**src/rvp_defs.svh**
```systemverilog
// constants for reset and interrupt vector placement
`ifndef RVP_DEFS_SVH
`define RVP_DEFS_SVH

`define RVP_ADDR_W        12
`define RVP_NUM_W         5
`define RVP_N_SRC         18
`define RVP_RESET_ADDR    12'h000
`define RVP_APP_BASE      12'h000
`define RVP_FUSE_UNPROG   1'b1
`define RVP_CE_WINDOW     3'h4
`define RVP_FIRST_NUM     5'h02

`define RVP_ADDR_EXT0     12'h001
`define RVP_ADDR_EXT1     12'h002
`define RVP_ADDR_T2_COMP  12'h003
`define RVP_ADDR_T2_OVF   12'h004
`define RVP_ADDR_T1_CAPT  12'h005
`define RVP_ADDR_T1_COMPA 12'h006
`define RVP_ADDR_T1_COMPB 12'h007
`define RVP_ADDR_T1_OVF   12'h008
`define RVP_ADDR_T0_OVF   12'h009
`define RVP_ADDR_SPI      12'h00A
`define RVP_ADDR_RXC      12'h00B
`define RVP_ADDR_UDRE     12'h00C
`define RVP_ADDR_TXC      12'h00D
`define RVP_ADDR_CONV     12'h00E
`define RVP_ADDR_EEPROM   12'h00F
`define RVP_ADDR_COMP     12'h010
`define RVP_ADDR_TWO_WIRE 12'h011
`define RVP_ADDR_SPM      12'h012

`endif

```
**src/rvp_pkg.sv**
```systemverilog
// types shared by the vector placement block
`include "rvp_defs.svh"
package rvp_pkg;

    typedef enum logic [1:0] {
        RVP_ST_CAPTURE,
        RVP_ST_RESET_FETCH,
        RVP_ST_RUN,
        RVP_ST_IRQ_WAIT
    } rvp_phase_t;

    typedef struct packed {
        logic en;
        logic sel;
        logic ce;
    } rvp_ctl_wr_t;

    typedef struct packed {
        rvp_phase_t              phase;
        logic [`RVP_ADDR_W-1:0]  boot_base;
        logic [`RVP_ADDR_W-1:0]  reset_addr;
        logic                    reset_fetch;
        logic                    vsel;
        logic                    ce;
        logic [2:0]              ce_cnt;
        logic                    hold;
        logic                    blocked;
        logic                    irq_req;
        logic [`RVP_NUM_W-1:0]   irq_num;
        logic [`RVP_ADDR_W-1:0]  irq_addr;
    } rvp_state_t;

endpackage

```
**src/rvp_irq_pick.sv**
```systemverilog
// fixed-priority pick of the lowest pending interrupt source
`timescale 1ns/1ps
`include "rvp_defs.svh"
module rvp_irq_pick
    import rvp_pkg::*;
#(
    parameter int N_SRC = `RVP_N_SRC
) (
    // pending requests, bit 0 is the highest priority
    input  wire logic [N_SRC-1:0]       pending,
    // pick result
    output logic                        any,
    output logic [`RVP_NUM_W-1:0]       num,
    output logic [`RVP_ADDR_W-1:0]      tbl_addr
);

    function automatic logic [`RVP_ADDR_W-1:0] table_addr(
        input logic [`RVP_NUM_W-1:0] vnum
    );
        logic [`RVP_ADDR_W-1:0] a;
        a = `RVP_RESET_ADDR;
        unique case (vnum)
            5'h02: a = `RVP_ADDR_EXT0;
            5'h03: a = `RVP_ADDR_EXT1;
            5'h04: a = `RVP_ADDR_T2_COMP;
            5'h05: a = `RVP_ADDR_T2_OVF;
            5'h06: a = `RVP_ADDR_T1_CAPT;
            5'h07: a = `RVP_ADDR_T1_COMPA;
            5'h08: a = `RVP_ADDR_T1_COMPB;
            5'h09: a = `RVP_ADDR_T1_OVF;
            5'h0A: a = `RVP_ADDR_T0_OVF;
            5'h0B: a = `RVP_ADDR_SPI;
            5'h0C: a = `RVP_ADDR_RXC;
            5'h0D: a = `RVP_ADDR_UDRE;
            5'h0E: a = `RVP_ADDR_TXC;
            5'h0F: a = `RVP_ADDR_CONV;
            5'h10: a = `RVP_ADDR_EEPROM;
            5'h11: a = `RVP_ADDR_COMP;
            5'h12: a = `RVP_ADDR_TWO_WIRE;
            5'h13: a = `RVP_ADDR_SPM;
            default: a = `RVP_RESET_ADDR;
        endcase
        return a;
    endfunction

    always_comb begin
        any = 1'b0;
        num = `RVP_FIRST_NUM;
        // scan downward so the lowest index wins
        for (int i = N_SRC - 1; i >= 0; i--) begin
            if (pending[i]) begin
                any = 1'b1;
                num = `RVP_FIRST_NUM + `RVP_NUM_W'(i);
            end
        end
        tbl_addr = table_addr(num);
    end

endmodule

```
**src/rvp_vector_ctl.sv**
```systemverilog
// reset and interrupt vector address generation with table relocation
`timescale 1ns/1ps
`include "rvp_defs.svh"
module rvp_vector_ctl
    import rvp_pkg::*;
#(
    parameter int         N_SRC     = `RVP_N_SRC,
    parameter logic [2:0] CE_WINDOW = `RVP_CE_WINDOW
) (
    // clock and reset
    input  wire logic                    clk_sys,
    input  wire logic                    rstn,
    // fuse and boot section straps, caught after reset release
    input  wire logic                    boot_reset_select_fuse,
    input  wire logic [`RVP_ADDR_W-1:0]  boot_start_addr,
    // interrupt sources and global enable from the core
    input  wire logic [N_SRC-1:0]        irq_pending,
    input  wire logic                    global_irq_enable,
    // core vector fetch handshake
    input  wire logic                    irq_ack,
    output logic                         reset_fetch,
    output logic [`RVP_ADDR_W-1:0]       reset_addr,
    output logic                         irq_req,
    output logic [`RVP_NUM_W-1:0]        irq_vec_num,
    output logic [`RVP_ADDR_W-1:0]       irq_vec_addr,
    // general_irq_control write from the core
    input  wire rvp_ctl_wr_t             general_irq_control,
    // control state
    output logic                         vector_table_select,
    output logic                         vector_change_enable,
    output logic                         irq_blocked
);

    rvp_state_t              state_q;
    rvp_state_t              state_d;
    logic                    pick_any;
    logic [`RVP_NUM_W-1:0]   pick_num;
    logic [`RVP_ADDR_W-1:0]  pick_tbl;
    logic [`RVP_ADDR_W-1:0]  table_base;
    logic                    ce_arm;
    logic                    sel_write;
    logic                    block_now;

    rvp_irq_pick #(
        .N_SRC    (N_SRC)
    ) u_pick (
        .pending  (irq_pending),
        .any      (pick_any),
        .num      (pick_num),
        .tbl_addr (pick_tbl)
    );

    // a write that arms the change window and one that commits the select
    assign ce_arm    = general_irq_control.en & general_irq_control.ce;
    assign sel_write = general_irq_control.en & ~general_irq_control.ce
                       & state_q.ce;

    // blocking starts in the very cycle the arm write lands
    assign block_now = ce_arm | state_q.ce | state_q.hold;

    // relocated table sits at the boot section start
    assign table_base = state_q.vsel ? state_q.boot_base
                                     : `RVP_APP_BASE;

    always_comb begin
        state_d             = state_q;
        state_d.reset_fetch = 1'b0;
        state_d.hold        = 1'b0;

        unique case (state_q.phase)
            RVP_ST_CAPTURE: begin
                // straps are caught here, never under the async reset
                state_d.boot_base = boot_start_addr;
                if (boot_reset_select_fuse == `RVP_FUSE_UNPROG) begin
                    state_d.reset_addr = `RVP_RESET_ADDR;
                end else begin
                    state_d.reset_addr = boot_start_addr;
                end
                state_d.phase = RVP_ST_RESET_FETCH;
            end
            RVP_ST_RESET_FETCH: begin
                state_d.reset_fetch = 1'b1;
                state_d.phase       = RVP_ST_RUN;
            end
            RVP_ST_RUN: begin
                if (pick_any && global_irq_enable && !block_now) begin
                    state_d.irq_req  = 1'b1;
                    state_d.irq_num  = pick_num;
                    // base plus table slot, one word per vector
                    state_d.irq_addr = table_base + pick_tbl;
                    state_d.phase    = RVP_ST_IRQ_WAIT;
                end
            end
            RVP_ST_IRQ_WAIT: begin
                // vector stays stable until the core takes it
                if (irq_ack) begin
                    state_d.irq_req = 1'b0;
                    state_d.phase   = RVP_ST_RUN;
                end
            end
        endcase

        // change window times out after CE_WINDOW cycles
        if (state_q.ce) begin
            state_d.ce_cnt = state_q.ce_cnt - 3'h1;
            if (state_q.ce_cnt == 3'h1) begin
                state_d.ce = 1'b0;
            end
        end

        if (ce_arm) begin
            // re-arming restarts the window rather than committing
            state_d.ce     = 1'b1;
            state_d.ce_cnt = CE_WINDOW;
        end else if (sel_write) begin
            // a select write outside the window is ignored
            state_d.vsel   = general_irq_control.sel;
            state_d.ce     = 1'b0;
            state_d.ce_cnt = 3'h0;
            // keep blocking through the instruction after the write
            state_d.hold   = 1'b1;
        end

        state_d.blocked = state_d.ce | state_d.hold;
    end

    always_ff @(posedge clk_sys or negedge rstn) begin
        if (!rstn) begin
            state_q.phase       <= RVP_ST_CAPTURE;
            state_q.boot_base   <= `RVP_APP_BASE;
            state_q.reset_addr  <= `RVP_RESET_ADDR;
            state_q.reset_fetch <= 1'b0;
            state_q.vsel        <= 1'b0;
            state_q.ce          <= 1'b0;
            state_q.ce_cnt      <= 3'h0;
            state_q.hold        <= 1'b0;
            state_q.blocked     <= 1'b0;
            state_q.irq_req     <= 1'b0;
            state_q.irq_num     <= `RVP_FIRST_NUM;
            state_q.irq_addr    <= `RVP_RESET_ADDR;
        end else begin
            state_q <= state_d;
        end
    end

    // every output is a field of the registered state
    assign reset_fetch          = state_q.reset_fetch;
    assign reset_addr           = state_q.reset_addr;
    assign irq_req              = state_q.irq_req;
    assign irq_vec_num          = state_q.irq_num;
    assign irq_vec_addr         = state_q.irq_addr;
    assign vector_table_select  = state_q.vsel;
    assign vector_change_enable = state_q.ce;
    assign irq_blocked          = state_q.blocked;

endmodule

```
**config.mk**
```make
export PLATFORM = sky130hd
export DESIGN_NAME = rvp_vector_ctl
export DESIGN_NICKNAME = d
export VERILOG_FILES = /design/src/rvp_pkg.sv /design/src/rvp_irq_pick.sv /design/src/rvp_vector_ctl.sv
export VERILOG_INCLUDE_DIRS = /design/src
export SDC_FILE = /design/constraint.sdc
export NUM_CORES = 1
export LEC_CHECK = 0
export BUFFER_PORTS_ARGS = -buffer_cell sky130_fd_sc_hd__buf_2
export CORE_ASPECT_RATIO = 0.9
export CORE_MARGIN = 2
export CORE_UTILIZATION = 54
export CTS_CLUSTER_DIAMETER = 50
export CTS_CLUSTER_SIZE = 20
export DETAILED_ROUTE_END_ITERATION = 8
export GPL_TIMING_DRIVEN = 1
export PLACE_DENSITY_LB_ADDON = 0.25
export SLEW_MARGIN = 5
export SYNTH_ARGS = -nofsm -noshare
export SYNTH_HDL_FRONTEND = slang
export SYNTH_SLANG_ARGS = --single-unit
export TNS_END_PERCENT = 50
```
**constraint.sdc**
```tcl
create_clock -name clk_sys -period 3.2 [get_ports clk_sys]
set_input_delay 0.8 -clock clk_sys [delete_from_list [all_inputs] [get_ports clk_sys]]
set_output_delay 0.8 -clock clk_sys [all_outputs]
set_load 0.05 [all_outputs]
```
After elaboration in Yosys (flattened, before gate mapping) --
Memories as Yosys holds them, arrays and structs flattened. Index checks and enable logic that the tools add are counted.
Storage, ports and cells: bits of input ports 38, ROM bits 160, register bits after elaboration 52, output and inout port bits 34, memories kept 1
Memories:
- (no name shown) | depth 32, width 5, read ports 1, clocked after Yosys merged registers in 0, write ports 0, line rvp_irq_pick.sv:22 | unique case (vnum)
Cells by class: eq/ne operators 6, mux-type cells 50, reduce and logical (&&, ||, !) cells 10, add/subtract/negate cells 2, bitwise logic cells 8
Operator list (count):
- $mux W5 | 19
- $mux W12 | 2
- $mux W1 | 22
- $mux W18 | 1
- $add A12 B12 Y12 | 1
- $mux W4 | 2
- $pmux W2 S4 | 1
- $reduce_and A2 Y1 | 3
- $eq A2 B2 Y1 const B | 2
- $mux W2 | 2
- $ne A2 B2 Y1 const B | 2
- $and A1 B1 Y1 | 3
- $eq A3 B1 Y1 const B | 1
- $or A1 B1 Y1 | 3
- $reduce_and A3 Y1 | 1
- $reduce_bool A3 Y1 | 1
- $sub A3 B1 Y3 const B | 1
- $eq A2 B1 Y1 const B | 1
- $logic_and A1 B1 Y1 | 2
- $logic_not A2 Y1 | 1
- $not A1 Y1 | 2
- $pmux W1 S2 | 1
- $reduce_bool A2 Y1 | 1
- $logic_not A1 Y1 | 1

Logic depth before layout (Yosys ltp) --
depth after elaboration 22, gate-level depth with buffers 15, gate-level depth less buffers 15

Modules after synthesis --
A second synthesis with hierarchy kept.
Unflattened totals: cell total of the unflattened synthesis 360, area total of the unflattened synthesis 3342.0 um2
By module, submodules not included:
- rvp_vector_ctl | sequential area each 1302.5 um2, cells each 293, area each 2840.2 um2, times used 1
- rvp_irq_pick | sequential area each 0.0 um2, cells each 67, area each 501.7 um2, times used 1

Worst setup path after synthesis --
OpenSTA, ideal clock, no wires.
kind input-to-reg, start input port irq_pending[5], end register state_q (netlist bit irq_vec_addr[8]), stages on the path 15, setup time 74 ps, arrival time 3617 ps, slack -491 ps, buffers on the path 0, data required time 3126 ps, cells stage by stage nor2b_1 o21bai_1 or4b_1 o22ai_1 or2_2 ha_1 mux2_2 ha_1 inv_1 fa_1 nand2b_1 a21oi_1 o211ai_1 mux2_1 o21ai_2
Between the ends: word-level cells in the longest chain between the ends 9
Ends and longest elaborated chain:
- from (decl) | line rvp_vector_ctl.sv:17 | input wire logic [N_SRC-1:0] irq_pending,
- branches (longest 9 deep; another with $add A12 B12 Y12)
- to (signal assigned) | line rvp_vector_ctl.sv:142 | state_q <= state_d;
- to (decl) | line rvp_vector_ctl.sv:34 | rvp_state_t state_q;
Parallel ways; which one is timed is not known. A chain may end at the register's enable or synchronous reset.

Final worst setup path --
Same ends and word-level chain as after synthesis.

==> results.py <==
metrics = {
    "detailed_routing": {
        "finalWirelength_mm": 6.66,
        "postRouteAntennaNets": 0,
        "detailroute.via_count": 2558,
        "drt_iter0_markers": 108,
        "viasPerCell": 5.21,
        "drc_errors": 0,
        "wire_per_inst_um": 13.6,
        "drt_pass1_iterations": 4,
    },
    "sta": {
        "finalWorstSetupSlack_ns": -0.211,
        "top_achievable_clock_speed_mhz": 293,
        "final-hold-violation-count": 0,
        "grt_setup_unrepaired": "yes",
        "period_share_pct": 107,
        "maxSlewViolCount": 0,
        "timing.slew.headroom_pct": 56.8,
        "worst_slew_pin_slew_ns": 0.645,
        "setup_violations": 7,
        "final.min_clock_period_ns": 3.41,
        "skew_ns": 0.00464,
    },
    "worst_setup_path": {
        "crit_path_max_fanout": 3,
        "cp.required_ns": 3.44,
        "critical_path.max_stage_delay_ns": 0.49,
        "setup.worst_path.end_class": "flip-flop",
        "criticalPathCategory": "input port to flip-flop",
        "cp_cell_sequence": "buf_6 -> nor2b_4 -> o21bai_1 -> or4b_4 -> o22ai_4 -> or2_4 -> ha_4 -> mux2_4 -> ha_4 -> inv_2 -> fa_2 -> nand2b_4 -> a21oi_4 -> o211ai_1 -> mux2_4 -> o21ai_2",
        "worstPathArrival_ns": 3.65,
        "regToRegSetupSlack_ns": 0.89,
        "cp-start-kind": "input port",
        "cell_at_the_slowest_stage_of_the_critical_path": "or4b_4",
    },
    "synth": {
        "synth_seq_cells": 52,
        "syn_inst": 342,
        "synth_area_per_cell_um2": 8.93,
        "synth_sequential_area_ratio_pct": 42.7,
        "async_reset_ff_share_pct": 100,
        "synth.cell_area_um2": 3050,
        "postSynth.topFlopCell": "dfrtp_1",
        "number_of_flops_mapped_to_enable_cells_by_yosys": 0,
        "yosysWarnings": 0,
        "yosysUniqueCellTypes": 48,
        "synth_nets": 392,
    },
    "clock_tree": {
        "cts-root-buf": "clkbuf_8",
        "maximum_clock_path_buffer_count": 2,
        "cts_htree_levels": 2,
        "clk_latency_ns": 0.31,
        "cts_tree": "done",
        "cts.clk_slew.worst_paths_ns": 0.09,
        "tritoncts.num_buffers": 5,
        "clock_sink_count": 52,
    },
    "global_route": {
        "first_global_vias": 2384,
        "grt_first_pass_wirelength_mm": 10.8,
        "grt_remaining_overflow": 0,
        "largest_net_degree_at_the_start_of_global_routing": 38,
        "grtUsageTotal_pct": 21.4,
        "grt_antenna_before_repair": 0,
    },
    "place": {
        "hpwlAfterDp_mm": 4.78,
        "gpl.final_weighted_congestion": 0.805,
        "portBuffers": 71,
    },
    "outcome": {
        "failed_checks": "setup timing",
        "run_status": "finished with violations",
    },
    "die": {
        "start_util_pct": 57.1,
        "chipWidth_um": 83.3,
        "boundaryPins": 72,
        "rows": 25,
        "core_area_um2": 5350,
        "floorplan.die_area_um2": 6270,
        "die_y_um": 75.3,
    },
    "job": {
        "max-cap-violations": 0,
    },
    "power": {
        "totalPowerFinal_mw": 2.51,
        "comb_power_share_pct": 46.6,
        "p_sw_share_pct": 45.8,
        "net-switching-power_mw": 1.15,
        "clockPowerShare_pct": 15.0,
        "worst_ir_drop_vdd_v": 0.000491,
        "seqPwrFrac_pct": 38.4,
        "power.internal_mw": 1.36,
        "leakage_nw": 1.97,
        "power-per-cell-area_nw_per_um2": 658,
    },
    "final_layout": {
        "layout-area-overhead-vs-synth_pct": 24.9,
        "drive_above_1_share_pct": 40.1,
        "nNetsFinal": 473,
        "fin_util_pct": 71.3,
        "most_common_library_cell_in_the_layout_ignoring_fill_and_taps": "nand2_1",
        "layout.cells.most_common_list": "96 x nand2_1, 70 x buf_2, 51 x dfrtp_1",
        "antennaDiodeCount": 0,
    },
    "min_path": {
        "worstHoldPathType": "input port to async pin",
    },
}
==> what timing repair did <==
action	CTS	global route
hold buffers	0	0
endpoints found under the setup margin	7	9
pin swaps	4	14
setup buffers	0	3
resized for setup	7	25
==> metal layers <==
metal	global-route usage [%]	part of all wire [%]
met4	5.28	0.84
met1	29.3	47
met5	0	0
met2	35.3	47
met3	5.31	5.2
==> state kept, by name, summed over array words and instances (netlist names) <==
name / flops
irq_blocked: 1
reset_addr: 12
irq_vec_num: 5
reset_fetch: 1
irq_req: 1
state_q: 18
vector_change_enable: 1
irq_vec_addr: 12
vector_table_select: 1
==> synthesized netlist by cell type, drive strengths merged, types with 3 or more instances <==
cell	number	area share (%)
nand2	96	12
dfrtp	51	42
buf	32	8.2
o21ai	23	5.2
nor2	16	2.0
a21oi	15	2.6
nand3b	14	3.6
inv	12	1.5
ha	11	4.5
and2	7	1.5
clkbuf	6	0.74
mux2	6	2.3
nor2b	6	1.2
nor4	5	1.2
a21o	4	0.98
xnor2	4	1.1
nand2b	3	0.61
nand3	3	0.49
o31ai	3	0.74
or2	3	0.61
xor2	3	0.86
==> path summary, 6_finish.rpt <==
| kind | end | cells after the start | from |
|---|---|---|---|
| min in group clk_sys | reset_addr[6]$_DFFE_PN0N_ | 2 | reset_addr[6]$_DFFE_PN0N_ |
| worst max register to register | irq_vec_addr[8]$_DFFE_PN0P_ | 9 | vector_table_select$_DFFE_PN0P_ |
| worst min-delay path | irq_vec_num[2]$_DFFE_PN0P_ | 1 | rstn |
| max in group asynchronous | state_q[45]$_DFFE_PN0N_ | 2 | rstn |
| worst max-delay path | irq_vec_addr[8]$_DFFE_PN0P_ | 16 | irq_pending[5] |
| worst min register to register | reset_addr[6]$_DFFE_PN0N_ | 2 | reset_addr[6]$_DFFE_PN0N_ |
==> cell families after synthesis <==
family,share of synthesized area [%]
simple gates,24.0
compound gates,13.4
flops,42.7
buf+inv,10.5
fa+ha+maj,5.16
xor+xnor,2.01
mux,2.34
==> metrics by stage <==
step,hold WS (ns),TNS [ns],setup slack (ns),instance area [um^2],std cells
global route,0.395,-1.84,-0.372,3810,491
CTS,0.395,-0.354,-0.166,3670,488
finish,0.383,-0.660,-0.211,3810,491
global placement,0.446,-3.20,-0.442,3550,480
floorplan,0.438,-1.44,-0.310,3100,342
detailed placement,0.450,-3.75,-0.522,3550,480
==> worst max-delay path, delay by kind of cell <==
| family | cells | cell delay (ns) |
|---|---|---|
| buffers and inverters | 2 | 0.12 |
| AND/OR/NAND/NOR | 4 | 0.96 |
| multiplexers | 2 | 0.47 |
| adder cells (fa/ha/maj) | 3 | 0.59 |
| AO/OA/AOI/OAI | 5 | 0.70 |
==> final cells by class <==
type,count,area (um^2)
Timing Repair Buffer,112,684
Fill cell,415,1540
Clock buffer,6,72.6
Inverter,12,45.0
Clock inverter,2,16.3
Multi-Input combinational cell,240,1610
Tap cell,67,83.8
Sequential cell,52,1300
==> power groups by stage <==
| stage | clock network (mW) | registers [mW] | logic (mW) |
|---|---|---|---|
| final | 0.377 | 0.962 | 1.17 |
| after global routing | 0.422 | 0.989 | 1.26 |
| after floorplan | 0 | 0.983 | 0.984 |
| after CTS | 0.386 | 0.963 | 1.13 |
| after global placement | 0 | 0.962 | 1.10 |
| after detailed placement | 0 | 0.974 | 1.12 |
No activity file was read; power rests on OpenSTA's default activity.
